===== src/common/wds_params.svh =====
// Summary of operation
// - Watchdog runs enabled after every srst or watchdog reset, no software action needed; porRst alone leaves it as it was.
// - Disable requests work only until end-of-init executes; ignored afterwards.
// - Overflow raises internal hardware reset and pulls reset-out pin low.
// - Counter is sixteen bits, split into high and low byte.
// - Counter advances at system clock divided by two or by 128.
// - Programmable reload value loads into counter high byte.
// - Software services before overflow; each service reloads the high byte.
// - Reset settings give 6.55 ms to overflow at 20 MHz clock.
// - Overflow is a reset source sharing reset vector zero.
// - End-of-init releases reset-out pin and closes the disable window.
`ifndef WDS_PARAMS_SVH
`define WDS_PARAMS_SVH

// counter layout
`define WDS_CNT_W 16
`define WDS_BYTE_W 8
`define WDS_CNT_MAX 16'hFFFF
`define WDS_LOW_CLR 8'h00

// prescaler
`define WDS_PRE_W 7
`define WDS_DIV_SLOW 7'h7F
`define WDS_DIV_FAST 7'h01
`define WDS_PRE_CLR 7'h00

// reset values
`define WDS_RELOAD_RST 8'h00
`define WDS_SEL128_RST 1'b0

// reset source and vector
`define WDS_VECTOR_W 24
`define WDS_RESET_VECTOR 24'h000000

// internal reset pulse length
`define WDS_RST_HOLD_CYC 16
`define WDS_HOLD_W 5
`define WDS_WRAP_W 8
`define WDS_WRAP_MAX 8'hFF

`endif


===== src/common/wds_pkg.sv =====
package wds_pkg;

  // watchdog state: gray along run -> fire
  typedef enum logic [1:0] {
    WDS_RUN = 2'b00,
    WDS_FIRE = 2'b01,
    WDS_OFF = 2'b10
  } wds_state_t;

  // commands from the cpu core, same clock
  typedef struct packed {
    logic service;
    logic disableReq;
    logic endInit;
    logic loadCfg;
    logic sel128;
    logic [7:0] reloadVal;
    logic clrSrcFlag;
  } wds_cmd_t;

  // state seen by the core
  typedef struct packed {
    logic [15:0] count;
    logic [7:0] reloadVal;
    logic sel128;
    logic enabled;
    logic initDone;
    logic wdtSrcFlag;
    logic [7:0] wrapCount;
  } wds_stat_t;

endpackage


===== src/logic/wds_watchdog.sv =====
`timescale 1ns/1ps
`include "wds_params.svh"

module wds_watchdog
  import wds_pkg::*;
#(
  parameter int RST_HOLD = `WDS_RST_HOLD_CYC
) (
  // clock and resets
  input wire logic clk,
  input wire logic srst,
  input wire logic porRst,
  // core commands
  input wds_cmd_t cmd,
  // status to core
  output wds_stat_t stat,
  // reset outputs
  output logic hwResetReq,
  output logic resetOutN,
  output logic [`WDS_VECTOR_W-1:0] resetVector
);

  wds_state_t state_ff, nxt_state;
  logic [`WDS_CNT_W-1:0] count_ff, nxt_count;
  logic [`WDS_PRE_W-1:0] pre_ff, nxt_pre;
  logic [`WDS_BYTE_W-1:0] reload_ff, nxt_reload;
  logic sel128_ff, nxt_sel128;
  logic initDone_ff, nxt_initDone;
  logic [`WDS_HOLD_W-1:0] hold_ff, nxt_hold;
  logic srcFlag_ff, nxt_srcFlag;
  logic [`WDS_WRAP_W-1:0] wrap_ff, nxt_wrap;
  logic hwReset_ff;
  logic resetOutN_ff;

  // decode
  wire logic [`WDS_PRE_W-1:0] divLast = sel128_ff ? `WDS_DIV_SLOW : `WDS_DIV_FAST;
  wire logic tick = (pre_ff >= divLast);
  wire logic running = (state_ff == WDS_RUN);
  wire logic cntFull = (count_ff == `WDS_CNT_MAX);
  wire logic overflow = running && tick && cntFull && !cmd.service;
  wire logic holdDone = (hold_ff == RST_HOLD[`WDS_HOLD_W-1:0] - 1'b1);
  wire logic fireEnd = (state_ff == WDS_FIRE) && holdDone;
  // internal reset: external reset or end of the watchdog reset pulse
  wire logic anyRst = srst || fireEnd;
  wire logic canDisable = !initDone_ff && (state_ff != WDS_FIRE);
  wire logic doDisable = cmd.disableReq && canDisable;
  wire logic doService = cmd.service && (state_ff != WDS_FIRE);
  wire logic [`WDS_CNT_W-1:0] reloadWord = {reload_ff, `WDS_LOW_CLR};
  wire logic [`WDS_CNT_W-1:0] countInc = count_ff + 16'h0001;

  // state machine
  always_comb begin
    nxt_state = state_ff;
    case (state_ff)
      WDS_RUN: begin
        if (overflow) begin
          nxt_state = WDS_FIRE;
        end else if (doDisable) begin
          nxt_state = WDS_OFF;
        end
      end
      WDS_OFF: begin
        nxt_state = WDS_OFF;
      end
      WDS_FIRE: begin
        nxt_state = WDS_FIRE;
      end
      default: begin
        nxt_state = WDS_RUN;
      end
    endcase
    if (anyRst) begin
      nxt_state = WDS_RUN;
    end
  end

  // prescaler
  always_comb begin
    nxt_pre = tick ? `WDS_PRE_CLR : pre_ff + 7'h01;
    if (anyRst || doService || !running) begin
      nxt_pre = `WDS_PRE_CLR;
    end
  end

  // counter: up count, reload on service
  always_comb begin
    nxt_count = count_ff;
    if (running && tick) begin
      nxt_count = countInc;
    end
    if (doService) begin
      nxt_count = reloadWord;
    end
    if (anyRst) begin
      nxt_count = {`WDS_RELOAD_RST, `WDS_LOW_CLR};
    end
  end

  // reload value and prescaler select
  always_comb begin
    nxt_reload = reload_ff;
    nxt_sel128 = sel128_ff;
    if (cmd.loadCfg) begin
      nxt_reload = cmd.reloadVal;
      nxt_sel128 = cmd.sel128;
    end
    if (anyRst) begin
      nxt_reload = `WDS_RELOAD_RST;
      nxt_sel128 = `WDS_SEL128_RST;
    end
  end

  // end of initialisation
  always_comb begin
    nxt_initDone = initDone_ff;
    if (cmd.endInit && (state_ff != WDS_FIRE)) begin
      nxt_initDone = 1'b1;
    end
    if (anyRst) begin
      nxt_initDone = 1'b0;
    end
  end

  // reset pulse length
  always_comb begin
    nxt_hold = hold_ff;
    if (state_ff == WDS_FIRE) begin
      nxt_hold = hold_ff + 5'h01;
    end
    if (anyRst || overflow) begin
      nxt_hold = '0;
    end
  end

  // reset source flag: set wins over clear, survives internal resets
  always_comb begin
    nxt_srcFlag = srcFlag_ff;
    if (cmd.clrSrcFlag) begin
      nxt_srcFlag = 1'b0;
    end
    if (overflow) begin
      nxt_srcFlag = 1'b1;
    end
  end

  always_comb begin
    nxt_wrap = wrap_ff;
    if (overflow && (wrap_ff != `WDS_WRAP_MAX)) begin
      nxt_wrap = wrap_ff + 8'h01;
    end
  end

  // registers cleared by srst or by the end of the watchdog reset pulse, not by porRst
  always_ff @(posedge clk) begin
    state_ff <= nxt_state;
  end

  always_ff @(posedge clk) begin
    count_ff <= nxt_count;
  end

  always_ff @(posedge clk) begin
    pre_ff <= nxt_pre;
  end

  always_ff @(posedge clk) begin
    reload_ff <= nxt_reload;
  end

  always_ff @(posedge clk) begin
    sel128_ff <= nxt_sel128;
  end

  always_ff @(posedge clk) begin
    initDone_ff <= nxt_initDone;
  end

  always_ff @(posedge clk) begin
    hold_ff <= nxt_hold;
  end

  // registers reset only at power-on; the source flag is also cleared by clrSrcFlag
  always_ff @(posedge clk) begin
    if (porRst) begin
      srcFlag_ff <= 1'b0;
    end else begin
      srcFlag_ff <= nxt_srcFlag;
    end
  end

  always_ff @(posedge clk) begin
    if (porRst) begin
      wrap_ff <= '0;
    end else begin
      wrap_ff <= nxt_wrap;
    end
  end

  // output pins
  always_ff @(posedge clk) begin
    if (anyRst) begin
      hwReset_ff <= 1'b0;
    end else begin
      hwReset_ff <= (nxt_state == WDS_FIRE);
    end
  end

  always_ff @(posedge clk) begin
    if (anyRst) begin
      resetOutN_ff <= 1'b0;
    end else begin
      resetOutN_ff <= nxt_initDone && (nxt_state != WDS_FIRE);
    end
  end

  assign hwResetReq = hwReset_ff;
  assign resetOutN = resetOutN_ff;
  assign resetVector = `WDS_RESET_VECTOR;
  assign stat.count = count_ff;
  assign stat.reloadVal = reload_ff;
  assign stat.sel128 = sel128_ff;
  assign stat.enabled = running;
  assign stat.initDone = initDone_ff;
  assign stat.wdtSrcFlag = srcFlag_ff;
  assign stat.wrapCount = wrap_ff;

endmodule // wds_watchdog


===== config.mk =====
export PLATFORM = sky130hd
export DESIGN_NAME = wds_watchdog
export DESIGN_NICKNAME = d
export VERILOG_FILES = /design/src/common/wds_pkg.sv /design/src/logic/wds_watchdog.sv
export VERILOG_INCLUDE_DIRS = /design/src /design/src/common
export SDC_FILE = /design/constraint.sdc
export NUM_CORES = 1
export LEC_CHECK = 0
export BUFFER_PORTS_ARGS = -buffer_cell sky130_fd_sc_hd__buf_4
export CORE_ASPECT_RATIO = 1.4
export CORE_MARGIN = 2
export CORE_UTILIZATION = 52
export CTS_CLUSTER_DIAMETER = 50
export DETAILED_ROUTE_END_ITERATION = 8
export PLACE_DENSITY = 0.8
export SETUP_SLACK_MARGIN = 0.1
export SLEW_MARGIN = 20
export SYNTH_ARGS = -nofsm -noshare
export SYNTH_HDL_FRONTEND = slang
export SYNTH_SLANG_ARGS = --single-unit

===== constraint.sdc =====
create_clock -name clk -period 2.7 [get_ports clk]
set_input_delay 0.54 -clock clk [delete_from_list [all_inputs] [get_ports clk]]
set_output_delay 0.54 -clock clk [all_outputs]
set_load 0.1 [all_outputs]

==> out/metrics.yaml <==
rows: 31
ios: 79
syn-cell-area_mm2: 0.002748
synthAdderAreaFrac_pct: 5.009
detailed_place.area_mm2: 0.003114
synth_cells: 312
grt_usage_pct: 20.95
reg2regPathDepth: 7
period_share_pct: 92.16
synthArstFlopShare_pct: 0
io_buffers: 54
synth_simple_gate_area_share_pct: 23.54
crit_buf_inv: 1
final_cells: 433
overflow: 0
cts_buffers: 5
crit_required_ps: 2900
drtIter0Drc: 122
fmaxAchievable_mhz: 401.9
power.leakage_nw: 1.337
endpoint_kind: "flop"
ant_nets: 0
multi_input_area_mm2: 0.001554
synth_top_family_by_area: "simple AND/OR/NAND/NOR gates"
worstSetupPathType: "flop to flop"
power.total_mw: 1.652
fill_cells: 432
h-tree-depth: 2
gp_congestion: 0.8375
root_buffer: "clkbuf_8"
cts_tree: "yes"
area_growth_pct: 19.31
p_per_area_mw_per_mm2: 503.9
setup_viol: 0
worstPathMaxFanout: 11
synth_compound_area_share_pct: 13.52
relSlewSlack_pct: 62.30
min_period_ps: 2488
drive_gt1_share_pct: 26.16
clockBufferDepth: 2
path_cells: "inv_2 -> ha_1 -> nand4_1 -> nor4_4 -> nor2_2 -> nor4_1 -> mux2_2"
grt_setup_unrepaired: "yes"
wl_um: 6155
dpl.cell_count: 422
skew_ps: 11.95
synth_mux_area_share_pct: 4.463
synth-main-ff-cell: "dfxtp_1"
final_area_mm2: 0.003278
worstMarginPinSlew_ps: 563.5
hold_buffers: 0
grt_max_degree: 17
critPathMaxStageDelay_ps: 460
hold_class: "input pin to flop"
cp-start-kind: "flop"
grt_pass1_wl_um: 9963
wl_per_cell_um: 14.21
yosysUniqueCellTypes: 46
clk_pin_slew_ps: 100
ir_drop_v: 0.0003277
drv_cap: 0
die_h_um: 90.01
avgSynthCellArea_um2: 8.807
via_per_inst: 5.587
fin_setup_tns_ps: 0
post-route-util_pct: 64.03
synth-xor-area-share_pct: 5.100
final_nets: 394
worst_hold_path.num_cells: 2
outcome: "finished, final reports clean"
dieArea_mm2: 0.005890
drc: 0
ys_ff_latch: 51
crit_cells: 7
cp_slowest_cell: "nor4_4"
register_area_mm2: 0.001035
clk_latency_ps: 310
clock-sinks: 51
finalHoldViolCount: 0
arrival_ps: 2680
antenna_cells: 0
ys_seq_area_share_pct: 37.16
die_w_um: 65.44
grt_pass1_vias: 2209
first_pass_iters: 5
hpwl_um: 4630
antenna_found_initial: 0
finalMaxSlewViolations: 0
vias: 2419
core_mm2: 0.005120
initial_core_util_pct: 53.67
layout_common_cells: "buf_4, dfxtp_1, nor2_1"
final_common_cell: "buf_4"
synth_edf_count: 0
synth_warnings: 0
cp_top_family: "simple AND/OR/NAND/NOR gates"
[registers in the layout, summed over array words and instances, names as in the netlist]
name         count
sel128_ff        1
hold_ff          5
pre_ff           7
initDone_ff      1
count_ff        16
srcFlag_ff       1
hwResetReq       1
resetOutN        1
reload_ff        8
state_ff         2
wrap_ff          8
[logic make-up (layout without fill, tap and decap cells)]
logic type	after synthesis	count (layout)
AOI/OAI and AO/OA	55	55
xor gates and xnor gates	16	16
adders and majority gates	11	11
buffers and inverters	50	82
DFF	51	51
muxes	12	12
other	1	24
and+or+nand+nor	116	116
[where the power goes]
| part | switching (mW) | total, mW | internal [mW] |
|---|---|---|---|
| clock | 0.257 | 0.466 | 0.210 |
| combinational | 0.330 | 0.397 | 0.0670 |
| sequential | 0.0192 | 0.789 | 0.770 |
| total | 0.606 | 1.65 | 1.05 |
[worst paths after layout]
check        slack [ps]      start          end
max                 210  sel128_ff   wrap_ff[7]
min                 400       srst  state_ff[1]
max reg2reg         210  sel128_ff   wrap_ff[7]
min reg2reg         480  pre_ff[0]    pre_ff[0]
[area by class of cell]
class | count | share of cell area [%]
Timing Repair Buffer | 62 | 14.12
Tap cell | 66 | 2.519
Clock inverter | 2 | 0.4962
Multi-Input combinational cell | 234 | 47.40
Sequential cell | 51 | 31.56
Clock buffer | 6 | 2.519
Inverter | 12 | 1.374
[what timing repair did]
action | CTS | global route
buffers inserted | 0 | 3
setup endpoints to repair | 0 | 19
gates resized for setup | 0 | 8
[cell usage after synthesis (6+ instances only)]
cell type   n  share of area, %
ha_1       11               5.0
or4_1      10               2.7
buf_4      29               7.9
xor2_1      9               2.9
nand2_1    13               1.8
mux2i_1    10               3.6
xnor2_1     7               2.2
a211oi_1    6               1.6
a21oi_1    15               2.7
nor2_1     36               4.9
and3_1      6               1.4
inv_1      12               1.6
nand3_1     9               1.6
a31oi_1     7               1.6
dfxtp_1    51                37
nand4_1    13               3.0
o211ai_1    6               1.6
clkbuf_1    7              0.96
[layer usage]
layer  wire (µm)  up-vias  GRT usage, %  share of wire (%)
li1            -     1195             -                  -
met1        2532     1136         24.92                 41
met2        3205       71         36.31                 52
met3         231       17         3.004                3.8
met4         185        0         9.549                3.0
met5           0        -             0                  0
[per-stage QoR]
| step | worst slack (ps) | hold WS [ps] |
|---|---|---|
| after floorplan | 189.1 | 426.5 |
| after global placement | 278.9 | 446.8 |
| after detailed placement | 180.8 | 451.9 |
| after CTS | 176.2 | 395.0 |
| after global routing | 86.91 | 390.5 |
| final | 211.7 | 396.7 |
Note: power is estimated with default switching activity, not from simulation.
